==> src/dpdl_pkg.sv <==
// Package of constants and carrier types for the differential protection decision logic
package dpdl_pkg;
    localparam int unsigned NUM_PHASES       = 3;
    localparam int unsigned MAG_W            = 16;   // Current magnitude width, unit = In/256
    localparam int unsigned ANG_W            = 9;    // Angle difference width in degrees
    localparam int unsigned CLK_MHZ          = 250;
    localparam int unsigned SAT_QUAL_TIME_US = 3000; // Entry qualification time, 3 ms
    localparam int unsigned SAT_QUAL_CYCLES  = SAT_QUAL_TIME_US * CLK_MHZ;
    localparam logic [MAG_W-1:0] BIAS_ENTER_LVL = 16'h0140; // 1.25 In
    localparam logic [MAG_W-1:0] BIAS_EXIT_LVL  = 16'h00cd; // 0.8 In (204.8 rounded up)
    localparam logic [ANG_W-1:0] ANGLE_MIN_DEG  = 9'h04b;   // 75 degrees
    localparam logic [7:0] NORM_SLOPE1_PCT  = 8'h14;        // Default 20 %
    localparam logic [7:0] NORM_SLOPE2_PCT  = 8'hc8;        // Default 200 %
    localparam logic [7:0] DESENS_SLOPE1_PCT = 8'h32;       // 50 %
    localparam logic [7:0] DESENS_SLOPE2_PCT = 8'hc8;       // 200 %

    // Per-phase flags from the characteristic evaluator and harmonic estimators
    typedef struct packed {
        logic [NUM_PHASES-1:0] restr;
        logic [NUM_PHASES-1:0] unrestr;
        logic [NUM_PHASES-1:0] harm2;
        logic [NUM_PHASES-1:0] harm5;
    } dpdl_flags_t;

    // Slopes handed back to the characteristic evaluator
    typedef struct packed {
        logic [7:0] slope1;
        logic [7:0] slope2;
    } dpdl_slopes_t;

    typedef enum logic [1:0] {
        DPDL_NORMAL  = 2'b00,
        DPDL_QUALIFY = 2'b01,
        DPDL_DESENS  = 2'b11
    } dpdl_mode_t;
endpackage

==> src/dpdl_top.sv <==
// Decision logic of the transformer differential protection function
// Summary of operation
// - A true user disable input forces every start output low.
// - Measurements keep flowing to the outputs while the function is disabled.
// - Each phase restrained start is its characteristic flag gated by not disabled.
// - The general restrained start is the OR of phase restrained flags gated by not disabled.
// - Each phase unrestrained start is its high-current flag gated by not disabled.
// - The general unrestrained start is the OR of phase high-current flags gated by not disabled.
// - A combined second harmonic restraint output is the OR of the phase second harmonic restraint outputs.
// - A combined fifth harmonic restraint output is the OR of the phase fifth harmonic flags.
// - Both general starts are presented as outputs for the fast trip logic.
// - Signs of an external fault switch the evaluator to a less sensitive characteristic.
// - Less sensitive mode starts after bias above 1.25 In with small differential for 3 ms.
// - Less sensitive mode ends when bias falls below 0.8 In.
// - In less sensitive mode the slopes are 50 % and 200 %.
// - Second harmonic restraint is allowed only with an angle difference of at least 75 degrees.
// - Each phase has its own second harmonic restraint output.
`timescale 1ns/100ps
`default_nettype none
module dpdl_top #(
    parameter int unsigned QUAL_CYCLES = dpdl_pkg::SAT_QUAL_CYCLES
) (
    // Clock, reset, enable
    input  wire logic                                          core_clk_i,
    input  wire logic                                          rst_i,
    input  wire logic                                          ce_i,
    // Sample strobe and function control
    input  wire logic                                          sample_i,
    input  wire logic                                          func_enable_i,
    input  wire logic                                          user_disable_input_i,
    // Evaluator flags and measurements
    input  var  dpdl_pkg::dpdl_flags_t                         flags_i,
    input  wire logic [dpdl_pkg::NUM_PHASES*dpdl_pkg::MAG_W-1:0] bias_i,
    input  wire logic [dpdl_pkg::NUM_PHASES*dpdl_pkg::MAG_W-1:0] diff_i,
    input  wire logic [dpdl_pkg::NUM_PHASES-1:0]               diff_below_base_i,
    input  wire logic [dpdl_pkg::ANG_W-1:0]                    angle_diff_i,
    // Starts
    output logic [dpdl_pkg::NUM_PHASES-1:0]                    restrained_start_o,
    output logic                                               restrained_start_any_o,
    output logic [dpdl_pkg::NUM_PHASES-1:0]                    unrestrained_start_o,
    output logic                                               unrestrained_start_any_o,
    // Restraints
    output logic [dpdl_pkg::NUM_PHASES-1:0]                    harm2_restraint_o,
    output logic                                               harm2_restraint_any_o,
    output logic                                               fifth_harmonic_restraint_o,
    // Characteristic selection and measurements
    output logic                                               desens_o,
    output var  dpdl_pkg::dpdl_slopes_t                        slopes_o,
    output logic [dpdl_pkg::NUM_PHASES*dpdl_pkg::MAG_W-1:0]    diff_meas_o,
    output logic [dpdl_pkg::NUM_PHASES*dpdl_pkg::MAG_W-1:0]    bias_meas_o
);
    logic                          desens_w;
    logic                          block_w;
    logic                          harm2_ok_w;
    logic [dpdl_pkg::NUM_PHASES-1:0] rs_next;
    logic [dpdl_pkg::NUM_PHASES-1:0] us_next;
    logic [dpdl_pkg::NUM_PHASES-1:0] h2_next;

    // Clears a per-phase start vector while the function is blocked; shared by both start kinds
    function automatic logic [dpdl_pkg::NUM_PHASES-1:0] gate_starts(
        input logic [dpdl_pkg::NUM_PHASES-1:0] raw,
        input logic                            blk
    );
        return blk ? '0 : raw;
    endfunction

    // Blocked when disabled by the user or the function is off
    assign block_w    = user_disable_input_i || !func_enable_i;
    assign harm2_ok_w = angle_diff_i >= dpdl_pkg::ANGLE_MIN_DEG;
    assign rs_next    = gate_starts(flags_i.restr, block_w);
    assign us_next    = gate_starts(flags_i.unrestr, block_w);
    assign h2_next    = harm2_ok_w ? flags_i.harm2 : '0;

    // Saturation supervisor
    dpdl_sat_sup #(
        .QUAL_CYCLES       (QUAL_CYCLES)
    ) u_sat_sup (
        .core_clk_i        (core_clk_i),
        .rst_i             (rst_i),
        .ce_i              (ce_i),
        .bias_i            (bias_i),
        .diff_below_base_i (diff_below_base_i),
        .desens_o          (desens_w)
    );

    // Start outputs, registered on each sample
    always_ff @(posedge core_clk_i) begin
        if (rst_i) begin
            restrained_start_o       <= '0;
            restrained_start_any_o   <= 1'b0;
            unrestrained_start_o     <= '0;
            unrestrained_start_any_o <= 1'b0;
        end else if (ce_i && sample_i) begin
            restrained_start_o       <= rs_next;
            restrained_start_any_o   <= |rs_next;
            unrestrained_start_o     <= us_next;
            unrestrained_start_any_o <= |us_next;
        end
    end

    // Harmonic restraint outputs
    always_ff @(posedge core_clk_i) begin
        if (rst_i) begin
            harm2_restraint_o          <= '0;
            harm2_restraint_any_o      <= 1'b0;
            fifth_harmonic_restraint_o <= 1'b0;
        end else if (ce_i && sample_i) begin
            harm2_restraint_o          <= h2_next;
            harm2_restraint_any_o      <= |h2_next;
            fifth_harmonic_restraint_o <= |flags_i.harm5;
        end
    end

    // Characteristic selection for the evaluator
    always_ff @(posedge core_clk_i) begin
        if (rst_i) begin
            desens_o        <= 1'b0;
            slopes_o.slope1 <= dpdl_pkg::NORM_SLOPE1_PCT;
            slopes_o.slope2 <= dpdl_pkg::NORM_SLOPE2_PCT;
        end else if (ce_i) begin
            desens_o        <= desens_w;
            slopes_o.slope1 <= desens_w ? dpdl_pkg::DESENS_SLOPE1_PCT : dpdl_pkg::NORM_SLOPE1_PCT;
            slopes_o.slope2 <= desens_w ? dpdl_pkg::DESENS_SLOPE2_PCT : dpdl_pkg::NORM_SLOPE2_PCT;
        end
    end

    // Measurements pass regardless of blocking
    always_ff @(posedge core_clk_i) begin
        if (rst_i) begin
            diff_meas_o <= '0;
            bias_meas_o <= '0;
        end else if (ce_i && sample_i) begin
            diff_meas_o <= diff_i;
            bias_meas_o <= bias_i;
        end
    end

    // Each phase restraint follows its own flag once the angle allows it
    generate
        for (genvar p = 0; p < dpdl_pkg::NUM_PHASES; p++) begin : g_phase_chk

        end
    endgenerate
endmodule // dpdl_top
`default_nettype wire

==> src/dpdl_sat_sup.sv <==
// Adaptive-characteristic supervisor for CT saturation during external faults
`timescale 1ns/100ps
`default_nettype none
module dpdl_sat_sup #(
    parameter int unsigned QUAL_CYCLES = dpdl_pkg::SAT_QUAL_CYCLES
) (
    // Clock, reset, enable
    input  wire logic                                          core_clk_i,
    input  wire logic                                          rst_i,
    input  wire logic                                          ce_i,
    // Measurements
    input  wire logic [dpdl_pkg::NUM_PHASES*dpdl_pkg::MAG_W-1:0] bias_i,
    input  wire logic [dpdl_pkg::NUM_PHASES-1:0]               diff_below_base_i,
    // Mode
    output logic                                               desens_o
);
    dpdl_pkg::dpdl_mode_t mode_reg;
    logic [31:0]          cnt_reg;
    logic                 enter_cond;
    logic                 exit_cond;

    // Entry: any phase with high bias and small differential; exit: bias low everywhere
    always_comb begin
        enter_cond = 1'b0;
        exit_cond  = 1'b1;
        for (int p = 0; p < dpdl_pkg::NUM_PHASES; p++) begin
            if (bias_i[p*dpdl_pkg::MAG_W +: dpdl_pkg::MAG_W] > dpdl_pkg::BIAS_ENTER_LVL
                && diff_below_base_i[p])
                enter_cond = 1'b1;
            if (bias_i[p*dpdl_pkg::MAG_W +: dpdl_pkg::MAG_W] >= dpdl_pkg::BIAS_EXIT_LVL)
                exit_cond = 1'b0;
        end
    end

    // Mode state machine with qualification counter
    always_ff @(posedge core_clk_i) begin
        if (rst_i) begin
            mode_reg <= dpdl_pkg::DPDL_NORMAL;
            cnt_reg  <= 32'h0000_0000;
        end else if (ce_i) begin
            case (mode_reg)
                dpdl_pkg::DPDL_NORMAL: begin
                    cnt_reg <= 32'h0000_0000;
                    if (enter_cond) begin
                        mode_reg <= dpdl_pkg::DPDL_QUALIFY;
                        cnt_reg  <= 32'h0000_0001;
                    end
                end
                dpdl_pkg::DPDL_QUALIFY: begin
                    if (!enter_cond) begin
                        mode_reg <= dpdl_pkg::DPDL_NORMAL;
                        cnt_reg  <= 32'h0000_0000;
                    end else if (cnt_reg >= QUAL_CYCLES) begin
                        mode_reg <= dpdl_pkg::DPDL_DESENS;
                    end else begin
                        cnt_reg <= cnt_reg + 32'h0000_0001;
                    end
                end
                dpdl_pkg::DPDL_DESENS: begin
                    cnt_reg <= 32'h0000_0000;
                    if (exit_cond)
                        mode_reg <= dpdl_pkg::DPDL_NORMAL;
                end
                default: begin
                    mode_reg <= dpdl_pkg::DPDL_NORMAL;
                    cnt_reg  <= 32'h0000_0000;
                end
            endcase
        end
    end

    assign desens_o = (mode_reg == dpdl_pkg::DPDL_DESENS);
endmodule // dpdl_sat_sup
`default_nettype wire

==> config.mk <==
export PLATFORM = sky130hd
export DESIGN_NAME = dpdl_top
export DESIGN_NICKNAME = d
export VERILOG_FILES = /design/src/dpdl_pkg.sv /design/src/dpdl_top.sv /design/src/dpdl_sat_sup.sv
export SDC_FILE = /design/constraint.sdc
export NUM_CORES = 1
export LEC_CHECK = 0
export BUFFER_PORTS_ARGS = -buffer_cell sky130_fd_sc_hd__buf_2
export CORE_MARGIN = 3
export CORE_UTILIZATION = 43
export DETAILED_ROUTE_END_ITERATION = 12
export PLACE_DENSITY = 0.79
export SYNTH_ARGS = -nofsm -noshare
export SYNTH_HDL_FRONTEND = slang
export SYNTH_SLANG_ARGS = --single-unit
==> constraint.sdc <==
create_clock -name core_clk_i -period 1.8 [get_ports core_clk_i]
set_input_delay 0.09 -clock core_clk_i [delete_from_list [all_inputs] [get_ports core_clk_i]]
set_output_delay 0.09 -clock core_clk_i [all_outputs]
set_load 0.05 [all_outputs]
Word level (Yosys, flattened, before mapping)
Index checks and enable logic that the tools add are counted.
{"block": "classes", "addsub": 1, "order_cmp": 8, "n_eq_ne": 6, "n_mux": 19, "reduce_logical": 13}
{"cell": "32-bit 2-to-1 mux", "count": 2}
{"cell": "32-bit one-hot mux with 2 select lines", "count": 1}
{"cell": "16-bit by 8-bit greater-or-equal comparator with 1-bit output (second input constant)", "count": 3}
{"cell": "16-bit by 9-bit > comparator with 1-bit output (second input constant)", "count": 3}
{"cell": "32-bit by 1-bit adder with 32-bit output (second input constant)", "count": 1}
{"cell": "32-bit by 20-bit greater-or-equal comparator with 1-bit output (second input constant)", "count": 1}
{"cell": "3-bit OR reduction", "count": 4}
{"cell": "9-bit by 7-bit greater-or-equal comparator with 1-bit output (second input constant)", "count": 1}
{"cell": "3-bit 2-to-1 mux", "count": 3}
{"cell": "2-bit 2-to-1 mux", "count": 4}
{"cell": "1-bit 2-to-1 mux", "count": 7}
{"cell": "6-bit 2-to-1 mux", "count": 1}
{"cell": "3-bit inequality test (second input constant)", "count": 2}
{"cell": "2-bit one-hot mux with 3 select lines", "count": 1}
{"cell": "1-bit logical AND", "count": 4}
{"cell": "2-bit by 1-bit inequality test with 1-bit output (second input constant)", "count": 2}
{"cell": "4-bit AND reduction", "count": 1}
{"cell": "2-bit by 1-bit equality test with 1-bit output (second input constant)", "count": 1}
{"cell": "2-bit equality test (second input constant)", "count": 1}
{"cell": "2-bit zero test", "count": 1}
{"cell": "2-bit AND reduction", "count": 1}
{"cell": "1-bit zero test", "count": 1}
{"cell": "1-bit logical OR", "count": 1}
{"block": "word_totals", "regBits": 152, "elab_cells": 60}

Logic depth before layout (Yosys ltp)
{"block": "logic_depth", "ltp_word": 7, "ltp_mapped": 8, "mapped_depth_nobuf": 7}

By module
From an unflattened synthesis, not the netlist that was laid out.
{"block": "unflattened", "cells_unflattened": 730, "area_unflattened_um2": 5899.4}
{"mod": "dpdl_top", "n_inst": 1, "cells_each": 499, "area_each_um2": 4058.9, "seq_area_each_um2": 2222.1}
{"mod": "dpdl_sat_sup", "n_inst": 1, "cells_each": 231, "area_each_um2": 1840.5, "seq_area_each_um2": 680.7}

Worst setup path after synthesis
Ideal clock, no wire load.
{"block": "synth_timing", "kind": "reg-to-reg", "from": "reg u_sat_sup.cnt_reg[18]", "to": "reg u_sat_sup.cnt_reg[24]", "arrival_ps": 1902, "required_ps": 1734, "setup_slack_ps": -168, "stages_incl_launch_ff": 7, "n_path_buf": 0, "synth_period_minus_slack_ps": 1968, "cell_sequence": "dfxtp_1 -> and4b_1 -> and2_1 -> a221oi_2 -> a211oi_4 -> or4_4 -> a21oi_2"}
{"block": "synth_between", "elab_chain_cells": 4}
{"element": "start, declared", "line_no": "dpdl_sat_sup.sv:18", "rtl": "logic [31:0] cnt_reg;"}
{"element": "start signal, assigned", "line_no": "dpdl_sat_sup.sv:56", "rtl": "cnt_reg <= cnt_reg + 32'h0000_0001;"}
{"element": "32-bit by 1-bit adder with 32-bit output", "line_no": "dpdl_sat_sup.sv:56"}
{"element": "32-bit 2-to-1 mux", "line_no": "dpdl_sat_sup.sv:53", "rtl": "end else if (cnt_reg >= QUAL_CYCLES) begin"}
{"element": "32-bit 2-to-1 mux", "line_no": "dpdl_sat_sup.sv:50", "rtl": "if (!enter_cond) begin"}
{"element": "32-bit one-hot mux with 2 select lines", "line_no": "dpdl_sat_sup.sv:41", "rtl": "case (mode_reg)"}
Parallel ways exist; a longest one is shown, timed or not. The select of a mux whose other input is x is not followed.
A chain may end at the register's enable or synchronous reset.

Worst setup path after layout
{"block": "layout_timing", "from": "reg u_sat_sup.cnt_reg[6]", "to": "reg u_sat_sup.cnt_reg[19]"}
Same word-level chain as after synthesis.

==> results.txt <==
CTS tree: built
H-tree levels: 4
Die W: 123 µm
die height: 123 µm
Multi-input gate area: 2930 µm²
Worst Hold Launch: bias_i[47]
syn_area_per_cell: 7.87 µm²
Global Route met1 Usage: 0.331
detailed-route via count: 7,447
clock skew: 0.00718 ns
start point of the critical path: u_sat_sup.cnt_reg[6]$_SDFFE_PP0P_
Gate Count Post-Synth: 753
DPL Wire Length: 13,000 µm
failing checks: setup timing
r2r worst-path depth: 8
antenna violations before repair: 0
global route hottest layer: met2
Worst Hold Depth: 4
pins over their slew limit: 0
P&R area growth vs syn: 61.0%
IO Pins: 252
max cap viols: 0
Starting DRT DRC Count: 686
DIE AREA: 15,200 µm²
Clock transition at path regs: 0.06 ns
status: finished with violations
core area: 13,300 µm²
fraction of layout cells with a size suffix above 1: 0.361
Worst VDD drop: 0.640 mV
Fmax achieved: 0.453 GHz
reg2reg setup slack: -0.41 ns
Hold Path Class: in -> reg
ys async rst share: 0
CTS sink cnt: 145
Setup crit end kind: register
Crit Path Max Fanout: 5
r2r startpoint: u_sat_sup.cnt_reg[6]$_SDFFE_PP0P_
post-route worst setup slack: -0.406 ns
vias in the first global route: 7,203
Syn Std Cell Area: 5920 µm²
Tcrit/Tclk final: 1.23
Final min period: 2.21 ns
Post-synth EDFFs: 0
final number of setup-violating endpoints: 32
crit-path max cell delay: 0.37 ns
Hold EP: bias_meas_o[47]$_SDFFE_PP0P_
Util after Layout: 0.714
DRT Wirelength: 24,600 µm
RSZ-0062 raised after global routing: yes
Seq cells post-synth: 145
critical path's slowest cell: or3_4
M3 GR Usage: 0.0883
CTS root buf: clkbuf_16
GRT met2 Usage: 0.516
gpl congestion: 0.891
pwr dens: 854 nW/µm²
Seq/Total Area, Yosys: 0.490
ANT nets after route: 0
critical path required time: 2.14 ns
residual DRC count: 0
Layout fillers: 870
drt wl/cell: 18.5 µm
CP arrival: 2.54 ns
Startpoint Class: register
GRT Residual Overflow: 0
slew margin rel.: 0.603
Distinct cells, synth: 43
critical path, cell by cell: buf_6 -> and3_4 -> nand4_1 -> buf_4 -> nor3_1 -> nand3_1 -> or3_4 -> a21oi_2
critical setup path kind: reg -> reg
most common cell after layout, fill and taps aside: buf_2
maximum clock path buffer count: 2
Ys Warns: 0
Vias per Instance: 5.62
reg2reg end: u_sat_sup.cnt_reg[19]$_SDFFE_PP0P_
post-layout net count: 1,264
pin count of the biggest net entering global routing: 74
initial core utilization: 0.444
Worst Tran Pin Value: 0.587 ns
Place WS: -0.372 ns
clock latency on the worst-skew pair: 0.41 ns
final hold violations: 0
1st-pass router iterations: 5
commonest cells after routing, fill and taps aside: buf_2 (237), nand2_1 (216), dfxtp_1 (141)
first-pass GRT wire length: 35,700 µm
Synth Flop Type: dfxtp_1
CTS Buf Count: 17
Register Area: 2910 µm²
GR Util All Layers: 0.298
# rows: 42
Leakage: 4.19 nW
Port Buffers: 238
==> where the power goes <==
part | internal, W | total, W | switching, W | leakage (nW)
sequential | 0.00332 | 0.00338 | 0.0000606 | 1.18
combinational | 0.000463 | 0.00137 | 0.000911 | 2.74
clock | 0.00199 | 0.00339 | 0.00140 | 0.274
==> metrics by stage <==
step / area, µm² / TNS [ns] / power, W / hold WS (ns) / instances
6_report: 9540 / -7.53 / 0.00814 / 0.0363 / 1325
5_1_grt: 9530 / -9.61 / 0.00835 / 0.0463 / 1324
4_1_cts: 9370 / -6.15 / 0.00805 / 0.0207 / 1319
3_5_place_dp: 7780 / -6.73 / 0.00459 / 0.338 / 1195
3_3_place_gp: 7780 / -5.23 / 0.00457 / 0.330 / 1195
2_1_floorplan: 5990 / -0.0998 / 0.00419 / 0.226 / 764
==> synthesized netlist by cell type (4+ instances only) <==
cell,number,area share
nand4_1,9,0.0095
buf_2,4,0.0034
buf_4,15,0.019
nand2_1,218,0.14
or3_1,20,0.021
o211ai_1,4,0.0051
a21oi_1,133,0.11
and3_1,10,0.011
nor3b_1,4,0.0051
dfxtp_1,145,0.49
inv_1,7,0.0044
o31ai_1,6,0.0076
nor4_1,9,0.0095
clkbuf_1,41,0.026
and2_1,4,0.0042
a22oi_1,6,0.0076
o21ai_0,22,0.019
nor2_1,17,0.011
or4_1,6,0.0076
nand3_1,23,0.019
nor3_1,9,0.0076
==> how the worst max path moves through the flow <==
stage | end | slack, ns | depth (start not counted)
floorplan | u_sat_sup.cnt_reg[24]$_SDFFE_PP0P_ | -0.06 | 6
global placement | u_sat_sup.cnt_reg[12]$_SDFFE_PP0P_ | -0.33 | 7
detailed placement | u_sat_sup.cnt_reg[24]$_SDFFE_PP0P_ | -0.37 | 7
CTS | u_sat_sup.cnt_reg[12]$_SDFFE_PP0P_ | -0.29 | 7
global route | u_sat_sup.cnt_reg[19]$_SDFFE_PP0P_ | -0.43 | 8
finish | u_sat_sup.cnt_reg[19]$_SDFFE_PP0P_ | -0.41 | 8
==> logic make-up (layout without fill, tap and decap cells) <==
group | count (synthesis) | count (layout) | share of synthesized area
and+or+nand+nor | 342 | 342 | 0.261
AOI/OAI and AO/OA | 190 | 190 | 0.185
DFF | 145 | 145 | 0.490
buffers and inverters | 72 | 456 | 0.0585
adders and majority gates | 2 | 2 | 0.00422
other | 2 | 14 | 0.00127
==> worst max-delay path: cells and delay by family (launching register included) <==
family | cells | cell delay (ns)
AOI/OAI and AO/OA | 1 | 0.15
buffers and inverters | 2 | 0.34
DFF | 1 | 0.34
and+or+nand+nor | 5 | 1.30
==> per-layer routing <==
| layer | vias to the layer above | wire length, µm |
|---|---|---|
| met2 | 496 | 12300 |
| met5 | - | 0 |
| li1 | 3338 | - |
| met3 | 131 | 2110 |
| met1 | 3482 | 8730 |
| met4 | 0 | 1430 |
==> layout make-up <==
class,count,area share
tap,176,0.0231
timing repair buffer,418,0.302
sequential,145,0.305
inverter,7,0.00276
multi-input combinational,547,0.308
antenna,1,0.000262
clock inverter,10,0.0109
clock buffer,21,0.0483
==> repair_timing <==
item | in CTS | in global routing
gates resized for setup | 17 | 44
cloned | 2 | 0
pin swaps | 17 | 18
hold endpoints to repair | 85 | 0
hold buffers | 86 | 0
buffers inserted | 5 | 9
setup endpoints to repair | 31 | 32
No activity file was read; power rests on OpenSTA's default activity.
